<file path="config.mk">
export PLATFORM = sky130hd
export DESIGN_NAME = mdc_copy_channel
export DESIGN_NICKNAME = d
export VERILOG_FILES = /design/src/core/mdc_pkg.sv /design/src/core/mdc_copy_channel.sv /design/src/core/mdc_pair_buffer.sv
export SDC_FILE = /design/constraint.sdc
export NUM_CORES = 1
export LEC_CHECK = 0
export BUFFER_PORTS_ARGS = -buffer_cell sky130_fd_sc_hd__buf_4
export CAP_MARGIN = 20
export CORE_MARGIN = 2
export CORE_UTILIZATION = 40
export CTS_CLUSTER_DIAMETER = 200
export DETAILED_ROUTE_END_ITERATION = 7
export SLEW_MARGIN = 15
export SYNTH_ARGS = -nofsm -noshare
export SYNTH_HDL_FRONTEND = slang
export SYNTH_SLANG_ARGS = --single-unit
</file>
<file path="constraint.sdc">
create_clock -name i_ref_clk -period 3.4 [get_ports i_ref_clk]
set_input_delay 0.17 -clock i_ref_clk [delete_from_list [all_inputs] [get_ports i_ref_clk]]
set_output_delay 0.17 -clock i_ref_clk [all_outputs]
set_load 0.02 [all_outputs]
</file>
<file path="src/core/mdc_pkg.sv">
// ************************************************************
// memory copy channel constants
// ************************************************************
package mdc_pkg;
   // apb register offsets, byte addresses
   localparam logic [7:0] MDC_OFS_CTRL = 8'h00;
   localparam logic [7:0] MDC_OFS_CH_CTL = 8'h04;
   localparam logic [7:0] MDC_OFS_CURR_PTR = 8'h08;
   localparam logic [7:0] MDC_OFS_SW_TRIG = 8'h0c;
   localparam logic [7:0] MDC_OFS_STATUS = 8'h10;
   localparam logic [7:0] MDC_OFS_SRC = 8'h14;
   localparam logic [7:0] MDC_OFS_DST = 8'h18;
   // register bit positions
   localparam int MDC_CTRL_EN_BIT = 0;
   localparam int MDC_CH_EN_BIT = 0;
   localparam int MDC_CH_PRIO_LSB = 4;
   localparam int MDC_SWT_BIT = 0;
   localparam int MDC_ST_BUSY_BIT = 0;
   localparam int MDC_ST_DONE_BIT = 1;
   localparam int MDC_ST_ERR_BIT = 2;
   localparam int MDC_ST_STATE_LSB = 4;
   // descriptor control word fields
   localparam int MDC_DC_WAIT_BIT = 0;
   localparam int MDC_DC_IRQ_LSB = 1;
   localparam int MDC_DC_TRO_LSB = 3;
   localparam int MDC_DC_STOP_BIT = 5;
   localparam int MDC_DC_SIZE_LSB = 6;
   localparam int MDC_DC_TYPE_LSB = 8;
   // loop control word fields
   localparam int MDC_LC_X_LSB = 0;
   localparam int MDC_LC_Y_LSB = 16;
   // descriptor operation types
   localparam logic [2:0] MDC_TYPE_SINGLE = 3'h0;
   localparam logic [2:0] MDC_TYPE_ONE_D = 3'h1;
   localparam logic [2:0] MDC_TYPE_TWO_D = 3'h2;
   localparam logic [2:0] MDC_TYPE_MEMCPY = 3'h3;
   localparam logic [2:0] MDC_TYPE_SCATTER = 3'h4;
   localparam logic [2:0] MDC_TYPE_CRC = 3'h5;
   // interrupt and output trigger select codes
   localparam logic [1:0] MDC_EV_ELEM = 2'h0;
   localparam logic [1:0] MDC_EV_XLOOP = 2'h1;
   localparam logic [1:0] MDC_EV_DESCR = 2'h2;
   localparam logic [1:0] MDC_EV_CHAIN = 2'h3;
   // element size codes
   localparam logic [1:0] MDC_SIZE_8 = 2'h0;
   localparam logic [1:0] MDC_SIZE_16 = 2'h1;
   localparam logic [1:0] MDC_SIZE_32 = 2'h2;
   // descriptor word indices
   localparam logic [2:0] MDC_DW_CTL = 3'h0;
   localparam logic [2:0] MDC_DW_SRC = 3'h1;
   localparam logic [2:0] MDC_DW_DST = 3'h2;
   localparam logic [2:0] MDC_DW_LOOP = 3'h3;
   localparam logic [2:0] MDC_DW_NEXT = 3'h4;
   // address steps and null link
   localparam logic [31:0] MDC_WORD_BYTES = 32'h4;
   localparam logic [31:0] MDC_PAIR_BYTES = 32'h8;
   localparam logic [31:0] MDC_ONE = 32'h1;
   localparam logic [31:0] MDC_NULL_PTR = 32'h0;
   // channel sequencer states
   typedef enum logic [2:0] {
      MDC_IDLE,
      MDC_FETCH,
      MDC_SCAT_ADDR,
      MDC_READ,
      MDC_WRITE,
      MDC_FINISH,
      MDC_WAIT_REL
   } mdc_state_t;
endpackage : mdc_pkg

</file>
<file path="src/core/mdc_copy_channel.sv">
`timescale 1ns/1ns
// Functional notes
// - fetch descriptor at pointer before data
// - start at software loaded descriptor pointer
// - read element, write it, advance both, source only for scatter
// - repeat until count plus one elements
// - type three is memory copy
// - select one interrupts after each inner loop
// - wait bit zero skips trigger release
// - software trigger accepted as channel request
// - chain to next link, zero ends
// - single descriptor moves one sized element
// - one loop or nested two loops
// - crc type unsupported here, flagged error
// - scatter writes words to listed addresses
module mdc_copy_channel
   import mdc_pkg::*;
(
   // clock and reset
   input wire logic i_ref_clk,
   input wire logic i_arst_n,
   // apb slave
   input wire logic i_psel,
   input wire logic i_penable,
   input wire logic i_pwrite,
   input wire logic [7:0] i_paddr,
   input wire logic [31:0] i_pwdata,
   output logic [31:0] o_prdata,
   output logic o_pready,
   output logic o_pslverr,
   // trigger from the multiplexer
   input wire logic i_trig_in,
   // memory master port
   output logic o_mem_req,
   output logic o_mem_we,
   output logic [31:0] o_mem_addr,
   output logic [1:0] o_mem_size,
   output logic [31:0] o_mem_wdata,
   input wire logic i_mem_ack,
   input wire logic [31:0] i_mem_rdata,
   // channel events
   output logic o_irq,
   output logic o_trig_out
);
   // ************************************************************
   // declarations
   // ************************************************************
   mdc_state_t state_r, state_nxt; // sequencer
   logic ctrl_en_r, ctrl_en_nxt; // controller_enable
   logic ch_en_r, ch_en_nxt; // channel_enable
   logic [1:0] prio_r, prio_nxt; // channel_priority, read back only
   logic [31:0] ptr_r, ptr_nxt; // channel_current_descriptor_pointer
   logic swt_r, swt_nxt; // software trigger pulse
   logic done_r, done_nxt; // sticky descriptor done
   logic err_r, err_nxt; // sticky bad descriptor type
   logic chain_r, chain_nxt; // chained descriptor pending
   logic [2:0] idx_r, idx_nxt; // descriptor word being fetched
   logic [31:0] ctl_r, ctl_nxt; // control word
   logic [31:0] src_r, src_nxt; // source_address_word, advancing
   logic [31:0] dst_r, dst_nxt; // destination_address_word, advancing
   logic [31:0] loop_r, loop_nxt; // copy_loop_control_word
   logic [31:0] next_r, next_nxt; // next_descriptor_link
   logic [31:0] scat_r, scat_nxt; // scatter target address
   logic [15:0] cnt_r, cnt_nxt; // inner elements left minus one
   logic [15:0] ycnt_r, ycnt_nxt; // outer rows left minus one
   logic [1:0] size_r, size_nxt; // element size code in use
   logic [31:0] prdata_r, prdata_nxt; // registered read data
   logic slverr_r, slverr_nxt; // registered error answer
   logic irq_r, irq_nxt; // interrupt pulse
   logic tro_r, tro_nxt; // output trigger pulse
   logic setup_ph; // apb setup phase
   logic wr_acc; // apb write access phase
   logic start; // trigger accepted
   logic [2:0] dtype; // descriptor_operation_type
   logic [1:0] irq_sel; // interrupt_select
   logic [1:0] tro_sel; // output_trigger_select
   logic is_scat; // scatter descriptor running
   logic [31:0] step; // bytes per element
   logic [31:0] status_w; // status word image
   logic buf_in_ready; // buffer can take a word
   logic buf_out_valid; // buffer holds a word
   logic [31:0] buf_data; // oldest buffered word
   logic rd_push; // read data into buffer
   logic wr_pop; // write accepted from buffer

   // ************************************************************
   // decode helpers
   // ************************************************************
   assign setup_ph = i_psel && !i_penable;
   assign wr_acc = i_psel && i_penable && i_pwrite;
   assign dtype = ctl_r[MDC_DC_TYPE_LSB +: 3];
   assign irq_sel = ctl_r[MDC_DC_IRQ_LSB +: 2];
   assign tro_sel = ctl_r[MDC_DC_TRO_LSB +: 2];
   assign is_scat = (dtype == MDC_TYPE_SCATTER);
   assign step = MDC_ONE << size_r;
   // gate every trigger on both enables
   assign start = ctrl_en_r && ch_en_r && (i_trig_in || swt_r || chain_r);

   // status image, reserved bits zero
   always_comb begin
      status_w = '0;
      // a pending chain counts as busy, so polling never sees a gap between links
      status_w[MDC_ST_BUSY_BIT] = (state_r != MDC_IDLE) || chain_r;
      status_w[MDC_ST_DONE_BIT] = done_r;
      status_w[MDC_ST_ERR_BIT] = err_r;
      status_w[MDC_ST_STATE_LSB +: 3] = state_r;
   end

   // ************************************************************
   // memory port, combinational handshake
   // ************************************************************
   // read only when the buffer has room, so a stalled write loses nothing
   assign rd_push = (state_r == MDC_READ) && buf_in_ready && i_mem_ack;
   assign wr_pop = (state_r == MDC_WRITE) && buf_out_valid && i_mem_ack;
   assign o_mem_we = (state_r == MDC_WRITE);
   assign o_mem_wdata = buf_data;

   always_comb begin
      o_mem_req = 1'b0;
      o_mem_addr = src_r;
      o_mem_size = size_r;
      case (state_r)
         MDC_FETCH: begin
            o_mem_req = 1'b1;
            o_mem_addr = ptr_r + MDC_WORD_BYTES * 32'(idx_r);
            o_mem_size = MDC_SIZE_32;
         end
         // target address word of a pair
         MDC_SCAT_ADDR: begin
            o_mem_req = 1'b1;
            o_mem_size = MDC_SIZE_32;
         end
         MDC_READ: begin
            o_mem_req = buf_in_ready;
            o_mem_addr = is_scat ? src_r + MDC_WORD_BYTES : src_r;
         end
         MDC_WRITE: begin
            o_mem_req = buf_out_valid;
            o_mem_addr = is_scat ? scat_r : dst_r;
         end
         default: begin
            o_mem_req = 1'b0;
         end
      endcase
   end

   // element buffer in the data path
   mdc_pair_buffer #(
      .WIDTH(32),
      .DEPTH(2)
   ) u_buf (
      .i_ref_clk(i_ref_clk),
      .i_arst_n(i_arst_n),
      .i_in_valid(rd_push),
      .o_in_ready(buf_in_ready),
      .i_in_data(i_mem_rdata),
      .o_out_valid(buf_out_valid),
      .i_out_ready(wr_pop),
      .o_out_data(buf_data)
   );

   // ************************************************************
   // next state: registers and sequencer
   // ************************************************************
   always_comb begin
      state_nxt = state_r;
      ctrl_en_nxt = ctrl_en_r;
      ch_en_nxt = ch_en_r;
      prio_nxt = prio_r;
      ptr_nxt = ptr_r;
      swt_nxt = 1'b0;
      done_nxt = done_r;
      err_nxt = err_r;
      chain_nxt = chain_r;
      idx_nxt = idx_r;
      ctl_nxt = ctl_r;
      src_nxt = src_r;
      dst_nxt = dst_r;
      loop_nxt = loop_r;
      next_nxt = next_r;
      scat_nxt = scat_r;
      cnt_nxt = cnt_r;
      ycnt_nxt = ycnt_r;
      size_nxt = size_r;
      prdata_nxt = prdata_r;
      slverr_nxt = slverr_r;
      irq_nxt = 1'b0;
      tro_nxt = 1'b0;
      // read data and error captured in setup, valid in access
      if (setup_ph) begin
         slverr_nxt = 1'b0;
         prdata_nxt = '0;
         case (i_paddr)
            MDC_OFS_CTRL: prdata_nxt[MDC_CTRL_EN_BIT] = ctrl_en_r;
            MDC_OFS_CH_CTL: begin
               prdata_nxt[MDC_CH_EN_BIT] = ch_en_r;
               prdata_nxt[MDC_CH_PRIO_LSB +: 2] = prio_r;
            end
            MDC_OFS_CURR_PTR: prdata_nxt = ptr_r;
            MDC_OFS_SW_TRIG: prdata_nxt = '0;
            MDC_OFS_STATUS: prdata_nxt = status_w;
            MDC_OFS_SRC: prdata_nxt = src_r;
            MDC_OFS_DST: prdata_nxt = dst_r;
            default: slverr_nxt = 1'b1;
         endcase
      end
      // writes take effect in the access phase
      if (wr_acc) begin
         case (i_paddr)
            MDC_OFS_CTRL: ctrl_en_nxt = i_pwdata[MDC_CTRL_EN_BIT];
            MDC_OFS_CH_CTL: begin
               ch_en_nxt = i_pwdata[MDC_CH_EN_BIT];
               prio_nxt = i_pwdata[MDC_CH_PRIO_LSB +: 2];
            end
            MDC_OFS_CURR_PTR: ptr_nxt = i_pwdata;
            MDC_OFS_SW_TRIG: swt_nxt = i_pwdata[MDC_SWT_BIT];
            MDC_OFS_STATUS: begin
               if (i_pwdata[MDC_ST_DONE_BIT]) begin
                  done_nxt = 1'b0;
               end
               if (i_pwdata[MDC_ST_ERR_BIT]) begin
                  err_nxt = 1'b0;
               end
            end
            default: begin
               ctrl_en_nxt = ctrl_en_r;
            end
         endcase
      end
      // sequencer; its flag sets come after the clears so a set wins
      case (state_r)
         MDC_IDLE: begin
            // line and software triggers without both enables are dropped; a pending chain is held
            if (start) begin
               state_nxt = MDC_FETCH;
               idx_nxt = MDC_DW_CTL;
               chain_nxt = 1'b0;
            end
         end
         // whole descriptor read before any data moves
         MDC_FETCH: begin
            if (i_mem_ack) begin
               idx_nxt = idx_r + 1'b1;
               case (idx_r)
                  MDC_DW_CTL: ctl_nxt = i_mem_rdata;
                  MDC_DW_SRC: src_nxt = i_mem_rdata;
                  MDC_DW_DST: dst_nxt = i_mem_rdata;
                  MDC_DW_LOOP: loop_nxt = i_mem_rdata;
                  default: next_nxt = i_mem_rdata;
               endcase
               if (idx_r == MDC_DW_NEXT) begin
                  cnt_nxt = loop_r[MDC_LC_X_LSB +: 16];
                  ycnt_nxt = '0;
                  size_nxt = ctl_r[MDC_DC_SIZE_LSB +: 2];
                  state_nxt = MDC_READ;
                  case (dtype)
                     MDC_TYPE_SINGLE: cnt_nxt = '0;
                     MDC_TYPE_ONE_D, MDC_TYPE_MEMCPY: cnt_nxt = loop_r[MDC_LC_X_LSB +: 16];
                     MDC_TYPE_TWO_D: ycnt_nxt = loop_r[MDC_LC_Y_LSB +: 16];
                     MDC_TYPE_SCATTER: begin
                        size_nxt = MDC_SIZE_32;
                        state_nxt = MDC_SCAT_ADDR;
                     end
                     // crc belongs to the peripheral engine; stop, flag it
                     default: begin
                        err_nxt = 1'b1;
                        done_nxt = 1'b1;
                        ch_en_nxt = 1'b0;
                        state_nxt = MDC_IDLE;
                     end
                  endcase
                  if (size_nxt > MDC_SIZE_32) begin
                     size_nxt = MDC_SIZE_32;
                  end
               end
            end
         end
         MDC_SCAT_ADDR: begin
            if (i_mem_ack) begin
               scat_nxt = i_mem_rdata;
               state_nxt = MDC_READ;
            end
         end
         MDC_READ: begin
            if (rd_push) begin
               state_nxt = MDC_WRITE;
            end
         end
         MDC_WRITE: begin
            if (wr_pop) begin
               src_nxt = src_r + (is_scat ? MDC_PAIR_BYTES : step);
               dst_nxt = is_scat ? dst_r : dst_r + step;
               irq_nxt = (irq_sel == MDC_EV_ELEM);
               tro_nxt = (tro_sel == MDC_EV_ELEM);
               state_nxt = is_scat ? MDC_SCAT_ADDR : MDC_READ;
               if (cnt_r != '0) begin
                  cnt_nxt = cnt_r - 1'b1;
               end else begin
                  irq_nxt = irq_nxt || (irq_sel == MDC_EV_XLOOP);
                  tro_nxt = tro_nxt || (tro_sel == MDC_EV_XLOOP);
                  // outer loop restarts the inner one
                  if (ycnt_r != '0) begin
                     ycnt_nxt = ycnt_r - 1'b1;
                     cnt_nxt = loop_r[MDC_LC_X_LSB +: 16];
                  end else begin
                     state_nxt = MDC_FINISH;
                  end
               end
            end
         end
         // follow the link; a null link ends the chain
         MDC_FINISH: begin
            ptr_nxt = next_r;
            done_nxt = 1'b1;
            irq_nxt = (irq_sel == MDC_EV_DESCR);
            tro_nxt = (tro_sel == MDC_EV_DESCR);
            if ((next_r == MDC_NULL_PTR) || ctl_r[MDC_DC_STOP_BIT]) begin
               ch_en_nxt = 1'b0;
               irq_nxt = irq_nxt || (irq_sel == MDC_EV_CHAIN);
               tro_nxt = tro_nxt || (tro_sel == MDC_EV_CHAIN);
            end else begin
               chain_nxt = 1'b1;
            end
            // no wait unless the bit asks for it
            state_nxt = ctl_r[MDC_DC_WAIT_BIT] ? MDC_WAIT_REL : MDC_IDLE;
         end
         MDC_WAIT_REL: begin
            if (!i_trig_in) begin
               state_nxt = MDC_IDLE;
            end
         end
         default: begin
            state_nxt = MDC_IDLE;
         end
      endcase
   end

   // ************************************************************
   // state registers
   // ************************************************************
   always_ff @(posedge i_ref_clk or negedge i_arst_n) begin
      if (!i_arst_n) begin
         state_r <= MDC_IDLE;
         ctrl_en_r <= 1'b0;
         ch_en_r <= 1'b0;
         prio_r <= '0;
         ptr_r <= '0;
         swt_r <= 1'b0;
         done_r <= 1'b0;
         err_r <= 1'b0;
         chain_r <= 1'b0;
         idx_r <= '0;
         ctl_r <= '0;
         src_r <= '0;
         dst_r <= '0;
         loop_r <= '0;
         next_r <= '0;
         scat_r <= '0;
         cnt_r <= '0;
         ycnt_r <= '0;
         size_r <= '0;
         prdata_r <= '0;
         slverr_r <= 1'b0;
         irq_r <= 1'b0;
         tro_r <= 1'b0;
      end else begin
         state_r <= state_nxt;
         ctrl_en_r <= ctrl_en_nxt;
         ch_en_r <= ch_en_nxt;
         prio_r <= prio_nxt;
         ptr_r <= ptr_nxt;
         swt_r <= swt_nxt;
         done_r <= done_nxt;
         err_r <= err_nxt;
         chain_r <= chain_nxt;
         idx_r <= idx_nxt;
         ctl_r <= ctl_nxt;
         src_r <= src_nxt;
         dst_r <= dst_nxt;
         loop_r <= loop_nxt;
         next_r <= next_nxt;
         scat_r <= scat_nxt;
         cnt_r <= cnt_nxt;
         ycnt_r <= ycnt_nxt;
         size_r <= size_nxt;
         prdata_r <= prdata_nxt;
         slverr_r <= slverr_nxt;
         irq_r <= irq_nxt;
         tro_r <= tro_nxt;
      end
   end

   // outputs; apb never waits
   assign o_pready = 1'b1;
   assign o_prdata = prdata_r;
   assign o_pslverr = slverr_r;
   assign o_irq = irq_r;
   assign o_trig_out = tro_r;
endmodule : mdc_copy_channel

</file>
<file path="src/core/mdc_pair_buffer.sv">
`timescale 1ns/1ns
// ************************************************************
// small element buffer between read and write side
// ************************************************************
module mdc_pair_buffer #(
   parameter int WIDTH = 32,
   parameter int DEPTH = 2
) (
   // clock and reset
   input wire logic i_ref_clk,
   input wire logic i_arst_n,
   // fill side
   input wire logic i_in_valid,
   output logic o_in_ready,
   input wire logic [WIDTH-1:0] i_in_data,
   // drain side
   output logic o_out_valid,
   input wire logic i_out_ready,
   output logic [WIDTH-1:0] o_out_data
);
   localparam int PTR_W = (DEPTH > 1) ? $clog2(DEPTH) : 1;
   localparam logic [PTR_W:0] FULL_CNT = (PTR_W + 1)'(DEPTH);

   logic [WIDTH-1:0] entry_r [DEPTH]; // storage words
   logic [PTR_W-1:0] wr_ptr_r, wr_ptr_nxt; // next slot to fill
   logic [PTR_W-1:0] rd_ptr_r, rd_ptr_nxt; // oldest slot
   logic [PTR_W:0] cnt_r, cnt_nxt; // words held
   logic push; // word accepted
   logic pop; // word handed on

   // honest full and empty
   assign o_in_ready = (cnt_r != FULL_CNT);
   assign o_out_valid = (cnt_r != '0);
   assign o_out_data = entry_r[rd_ptr_r];
   assign push = i_in_valid && o_in_ready;
   assign pop = o_out_valid && i_out_ready;

   // pointer and level update
   always_comb begin
      wr_ptr_nxt = wr_ptr_r;
      rd_ptr_nxt = rd_ptr_r;
      cnt_nxt = cnt_r;
      if (push) begin
         wr_ptr_nxt = (wr_ptr_r == PTR_W'(DEPTH - 1)) ? '0 : wr_ptr_r + 1'b1;
      end
      if (pop) begin
         rd_ptr_nxt = (rd_ptr_r == PTR_W'(DEPTH - 1)) ? '0 : rd_ptr_r + 1'b1;
      end
      if (push && !pop) begin
         cnt_nxt = cnt_r + 1'b1;
      end else if (pop && !push) begin
         cnt_nxt = cnt_r - 1'b1;
      end
   end

   always_ff @(posedge i_ref_clk or negedge i_arst_n) begin
      if (!i_arst_n) begin
         wr_ptr_r <= '0;
         rd_ptr_r <= '0;
         cnt_r <= '0;
      end else begin
         wr_ptr_r <= wr_ptr_nxt;
         rd_ptr_r <= rd_ptr_nxt;
         cnt_r <= cnt_nxt;
      end
   end

   // one storage word per entry
   genvar gi;
   generate
      for (gi = 0; gi < DEPTH; gi++) begin : g_entry
         logic [WIDTH-1:0] word_nxt;
         always_comb begin
            word_nxt = entry_r[gi];
            if (push && (wr_ptr_r == PTR_W'(gi))) begin
               word_nxt = i_in_data;
            end
         end
         always_ff @(posedge i_ref_clk or negedge i_arst_n) begin
            if (!i_arst_n) begin
               entry_r[gi] <= '0;
            end else begin
               entry_r[gi] <= word_nxt;
            end
         end
      end
   endgenerate
endmodule : mdc_pair_buffer

</file>
# Yosys cells after proc, flatten, opt, wreduce, memory -nomap -nowiden

Cells that the tools add are included.

Register bits: 354
Output and inout port bits: 104

Bitwise logic cells: 3
Reductions and logical operators: 63
Add/sub/neg operators: 11
Eq/ne operators: 41
Order comparisons: 2
Shift operators: 1
Muxes and demuxes: 99

Operators by type and width:

| cell                    | number |
|---|---|
| $mux W32                | 16 |
| $mux W16                | 12 |
| $pmux W32 S2            | 2 |
| $pmux W26 S4            | 1 |
| $pmux W32 S3            | 1 |
| $add A32 B32 Y32        | 2 |
| $pmux W16 S2            | 2 |
| $mux W3                 | 12 |
| $mux W1                 | 33 |
| $add A32 B3 Y32 const B | 1 |
| $add A32 B5 Y32         | 1 |
| $logic_not A32 Y1       | 1 |
| $reduce_bool A16 Y1     | 2 |
| $shl A1 B2 Y32 const A  | 1 |
| $sub A16 B1 Y16 const B | 2 |
| $eq A8 B5 Y1 const B    | 3 |
| $pmux W3 S7             | 1 |
| $eq A3 B2 Y1 const B    | 6 |
| $ne A2 B2 Y1 const B    | 9 |
| $reduce_and A3 Y1       | 6 |
| $eq A8 B4 Y1 const B    | 2 |
| $mux W2                 | 8 |
| $eq A3 B3 Y1 const B    | 5 |
| $logic_and A1 B1 Y1     | 15 |
| 37 further kinds        | 76 |

# Logic depth before layout (Yosys ltp)

Depth in word-level cells: 8
Gate-level depth with buffers: 12
Mapped depth without buffers: 10

# Modules after synthesis

A second synthesis with hierarchy kept.

Cell total of the unflattened synthesis: 2047
Area, all modules: 20181.9 µm²

Modules (own cells, without submodules):

| module           | area each (µm²) | times used | cells each | seq. area each (µm²) |
|---|---|---|---|---|
| mdc_copy_channel | 16901.2         | 1          | 1858       | 7156.9 |
| mdc_pair_buffer  | 3280.6          | 1          | 189        | 1701.6 |

# Worst setup path before layout

OpenSTA, ideal clock, no wires.

Kind: reg-to-reg
From: register ctl_r[9]
To: register src_r[22]
Cell stages (with the launch flop): 13
Slack: 0.189 ns
Arrival time: 3.090 ns
Clock period less this slack: 3.211 ns
Library setup time: 0.121 ns
Required time: 3.279 ns
Cells stage by stage: dfrtp_1 -> nor3b_1 -> clkbuf_1 -> clkbuf_1 -> nor3_1 -> ha_1 -> fa_1 -> a21o_1 -> a21o_1 -> and3_1 -> a21oi_1 -> nor2_1 -> o22a_1

Longest elaborated chain between the ends: 5

RTL lines:

| element                | line                    | source |
|---|---|---|
| start, declared        | mdc_copy_channel.sv:58  | `logic [31:0] ctl_r, ctl_nxt;` |
| start signal, assigned | mdc_copy_channel.sv:377 | `ctl_r <= ctl_nxt;` |
| $eq A3 B3 Y1           | mdc_copy_channel.sv:94  | `assign is_scat = (dtype == MDC_TYPE_SCATTER);` |
| $mux W32               | mdc_copy_channel.sv:291 | `src_nxt = src_r + (is_scat ? MDC_PAIR_BYTES : step);` |
| $add A32 B32 Y32       | mdc_copy_channel.sv:291 |  |
| $mux W32               | mdc_copy_channel.sv:290 | `if (wr_pop) begin` |
| $pmux W32 S2           | mdc_copy_channel.sv:231 | `case (state_r)` |
| end signal, assigned   | mdc_copy_channel.sv:378 | `src_r <= src_nxt;` |
| end, declared          | mdc_copy_channel.sv:59  | `logic [31:0] src_r, src_nxt;` |

No other way between the ends. The select of a mux whose other input is x is not followed.
A chain may end at the register's enable or synchronous reset.

# Final worst setup path

From: register idx_r[2]
To: output o_mem_addr[23]

Longest elaborated chain between the ends: 2

RTL lines:

| element                | line                    | source |
|---|---|---|
| start, declared        | mdc_copy_channel.sv:57  | `logic [2:0] idx_r, idx_nxt;` |
| start signal, assigned | mdc_copy_channel.sv:376 | `idx_r <= idx_nxt;` |
| $add A32 B5 Y32        | mdc_copy_channel.sv:125 | `o_mem_addr = ptr_r + MDC_WORD_BYTES * 32'(idx_r);` |
| $pmux W32 S3           | mdc_copy_channel.sv:122 | `case (state_r)` |
| end, declared          | mdc_copy_channel.sv:36  | `output logic [31:0] o_mem_addr,` |

No other way between the ends.

==> metrics.cfg <==
[outcome]
outcome=finished, violations left
violations=DRC

[yosys]
synthDominantCellAreaShare_pct=44.6
synth_edf_count=0
synth_common_cells=354 x dfrtp_1, 210 x mux2_2, 187 x a21oi_1
yosysMostFrequentCell=dfrtp_1
syn_inst=2046
syn_area_per_cell_um2=9.70
synth_area_leader_cell=dfrtp_1
ys_seq_area_share_pct=44.6
synthFlopType=dfrtp_1
syn-num-nets=2149
ys_top_cells_by_area=dfrtp_1 45%, mux2_2 12%, a21oi_1 4.7%
synth-seq-cells=354
synthArstFlopShare_pct=100
ys_warn_count=0
syn_area_mm2=0.0199
yosysUniqueCellTypes=82

[floorplanning]
dieArea_mm2=0.0514
start_util_pct=40.6
row_count=81
dieWidth_um=227
ios=183
die_height_um=227
core_region_area_mm2=0.0490

[cells_and_area]
fill_cells=4500
ff_latch_area_mm2=0.00887
multi_input_area_mm2=0.0104
drive_above_1_share_pct=26.3
fin_util_pct=49.9
layout.cells.non_filler=2978
nets=2388
area_delta_synth_final_pct=23.1

[drt]
routed_wl_mm=74.2
final_antenna_net_count=0
route.detailed.drc=6
dr.pass1.iters=8
num_vias=18300
drt_iter0_drc=2470
via_per_inst=6.14
wl_per_cell_um=24.9

[power_and_ir_drop]
power_per_cell_area_mw_per_mm2=987
ir_worst_vdd_mv=0.393
p_leak_uw=0.0106
p_total_uw=24100

[critical_path]
worst-path-max-fanout=7
startpoint_type=register
path_class=reg2out
setup.worst_path.end_class=output pin
required_ps=3230
crit_arrival_ps=3160

[sta]
tightest_slew_ps=929
clock.fmax_mhz=300
drv_slew=0
finalCritPeriodShare_pct=98.0
rsz0062_at_grt=yes
slew_headroom_pct=37.6
period_needed_ps=3330
fin_hold_ws_ps=26.5
final_hold_viol_count=0
setup_viol=0
fin_skew_ps=27.2

[cts]
clock_path_buffers=3
numCtsBuffers=41
htreeDepth=2
path_clk_slew_ps=60
worstSkewPairLatency_ps=580
cts_tree=done
clock-root-buffer=clkbuf_16
clock_sinks=354

[global_route]
grt-ovfl-total=0
first_global_vias=17800
grt_pass1_wl_mm=112
antenna_found_initial=4
grt_max_degree=85
track_usage_pct=28.8

[flow_run]
max-cap-violations=0

[worst_hold_path]
hp-class=in2reg

[place]
io_buffers=181
dp.cells=2827
dpl.hpwl_mm=52.8
gp_congestion=0.978

## routing by layer
metal	part of all wire [%]	GRT usage, %	vias to the layer above	wire length (µm)
li1	-	-	8129	-
met1	42	40.1	9093	31400
met2	45	44.8	906	33600
met3	9.0	5.18	159	6680
met4	3.4	10.6	2	2520
met5	0.015	0	-	11
## metrics by stage
step / worst slack [ps] / area (µm²) / setup TNS [ps]
3_3_place_gp: 416 / 22200 / 0
3_5_place_dp: 372 / 22200 / 0
4_1_cts: 7.64 / 24300 / 0
2_1_floorplan: 189 / 19900 / 0
5_1_grt: -10.9 / 24400 / -10.9
6_report: 68.3 / 24400 / 0
## flip-flops by register name (all words and copies together), names as in the netlist, 2 cells and up
name / flops
u_buf.cnt_r: 2
state_r: 3
size_r: 2
idx_r: 3
next_r: 32
src_r: 32
cnt_r: 16
scat_r: 32
loop_r: 32
o_prdata: 32
dst_r: 32
u_buf.entry_r: 64
prio_r: 2
ycnt_r: 16
ptr_r: 32
ctl_r: 11
## layout make-up
type	instances	share of cell area, %
tap	664	3.40
sequential	354	36.3
timing repair buffer	350	11.7
antenna	1	0.0102
multi-input combinational	1506	42.6
clock inverter	12	0.517
inverter	32	0.496
clock buffer	59	4.93
## cells in the final DEF (no fill, tap or decap), types with 16 or more instances in the layout
cell	instances
a21oi_1	185
a222oi_1	30
a31oi_1	33
and3_1	35
buf_4	275
clkbuf_16	43
dfrtp_1	348
dlygate4sd3_1	69
ha_1	19
inv_1	31
mux2_2	210
mux2i_1	51
nand2_1	159
nand3_1	66
nand4_1	31
nor2_1	143
nor3_1	43
nor4_1	27
o21ai_0	123
o22a_1	30
o22ai_1	16
xnor2_1	20
xor2_1	16
## critical path, stage by stage, from the launching register on
cell,delay (ps)
dfrtp_1,490
ha_2,380
a21oi_1,380
nand2_2,240
and4_1,330
xnor2_1,180
o22ai_1,100
a221o_1,310
buf_4,170
## repair_timing
action / CTS / global route
hold buffers: 69 / 0
endpoints found under the hold margin: 283 / 0
pin swaps: 1 / 5
gates resized for setup: 8 / 22
buffers inserted: 1 / 9
endpoints found under the setup margin: 15 / 16
## final timing paths
check,start,end,slack (ps),cells after the start
worst max-delay path,idx_r[2],o_mem_addr[23],70,8
worst min-delay path,i_penable,swt_r,30,3
worst max register to register,ctl_r[8],src_r[20],550,11
worst min register to register,o_prdata[20],o_prdata[20],480,2
max in group asynchronous,i_arst_n,o_prdata[13],1980,4
min in group asynchronous,i_arst_n,u_buf.entry_r[16],180,2
## cells by family (layout without fill, tap and decap cells)
kind of cell,after synthesis,after routing,synth area share [%]
muxes,261,261,14.5
DFF,354,354,44.6
other,1,2,0.0189
and+or+nand+nor,598,598,14.8
xor gates and xnor gates,36,36,1.59
AOI/OAI and AO/OA,586,586,19.2
buffers and inverters,186,453,3.72
adders and majority gates,24,24,1.63
## report_power, final
group	switching (µW)	total, µW	internal (µW)	leakage [µW]
logic	6570	11500	4890	0.00562
registers	2200	8210	6000	0.00433
clock network	1840	4450	2610	0.000652
total	10600	24100	13500	0.0106
Note: power is estimated with default switching activity, not from simulation.
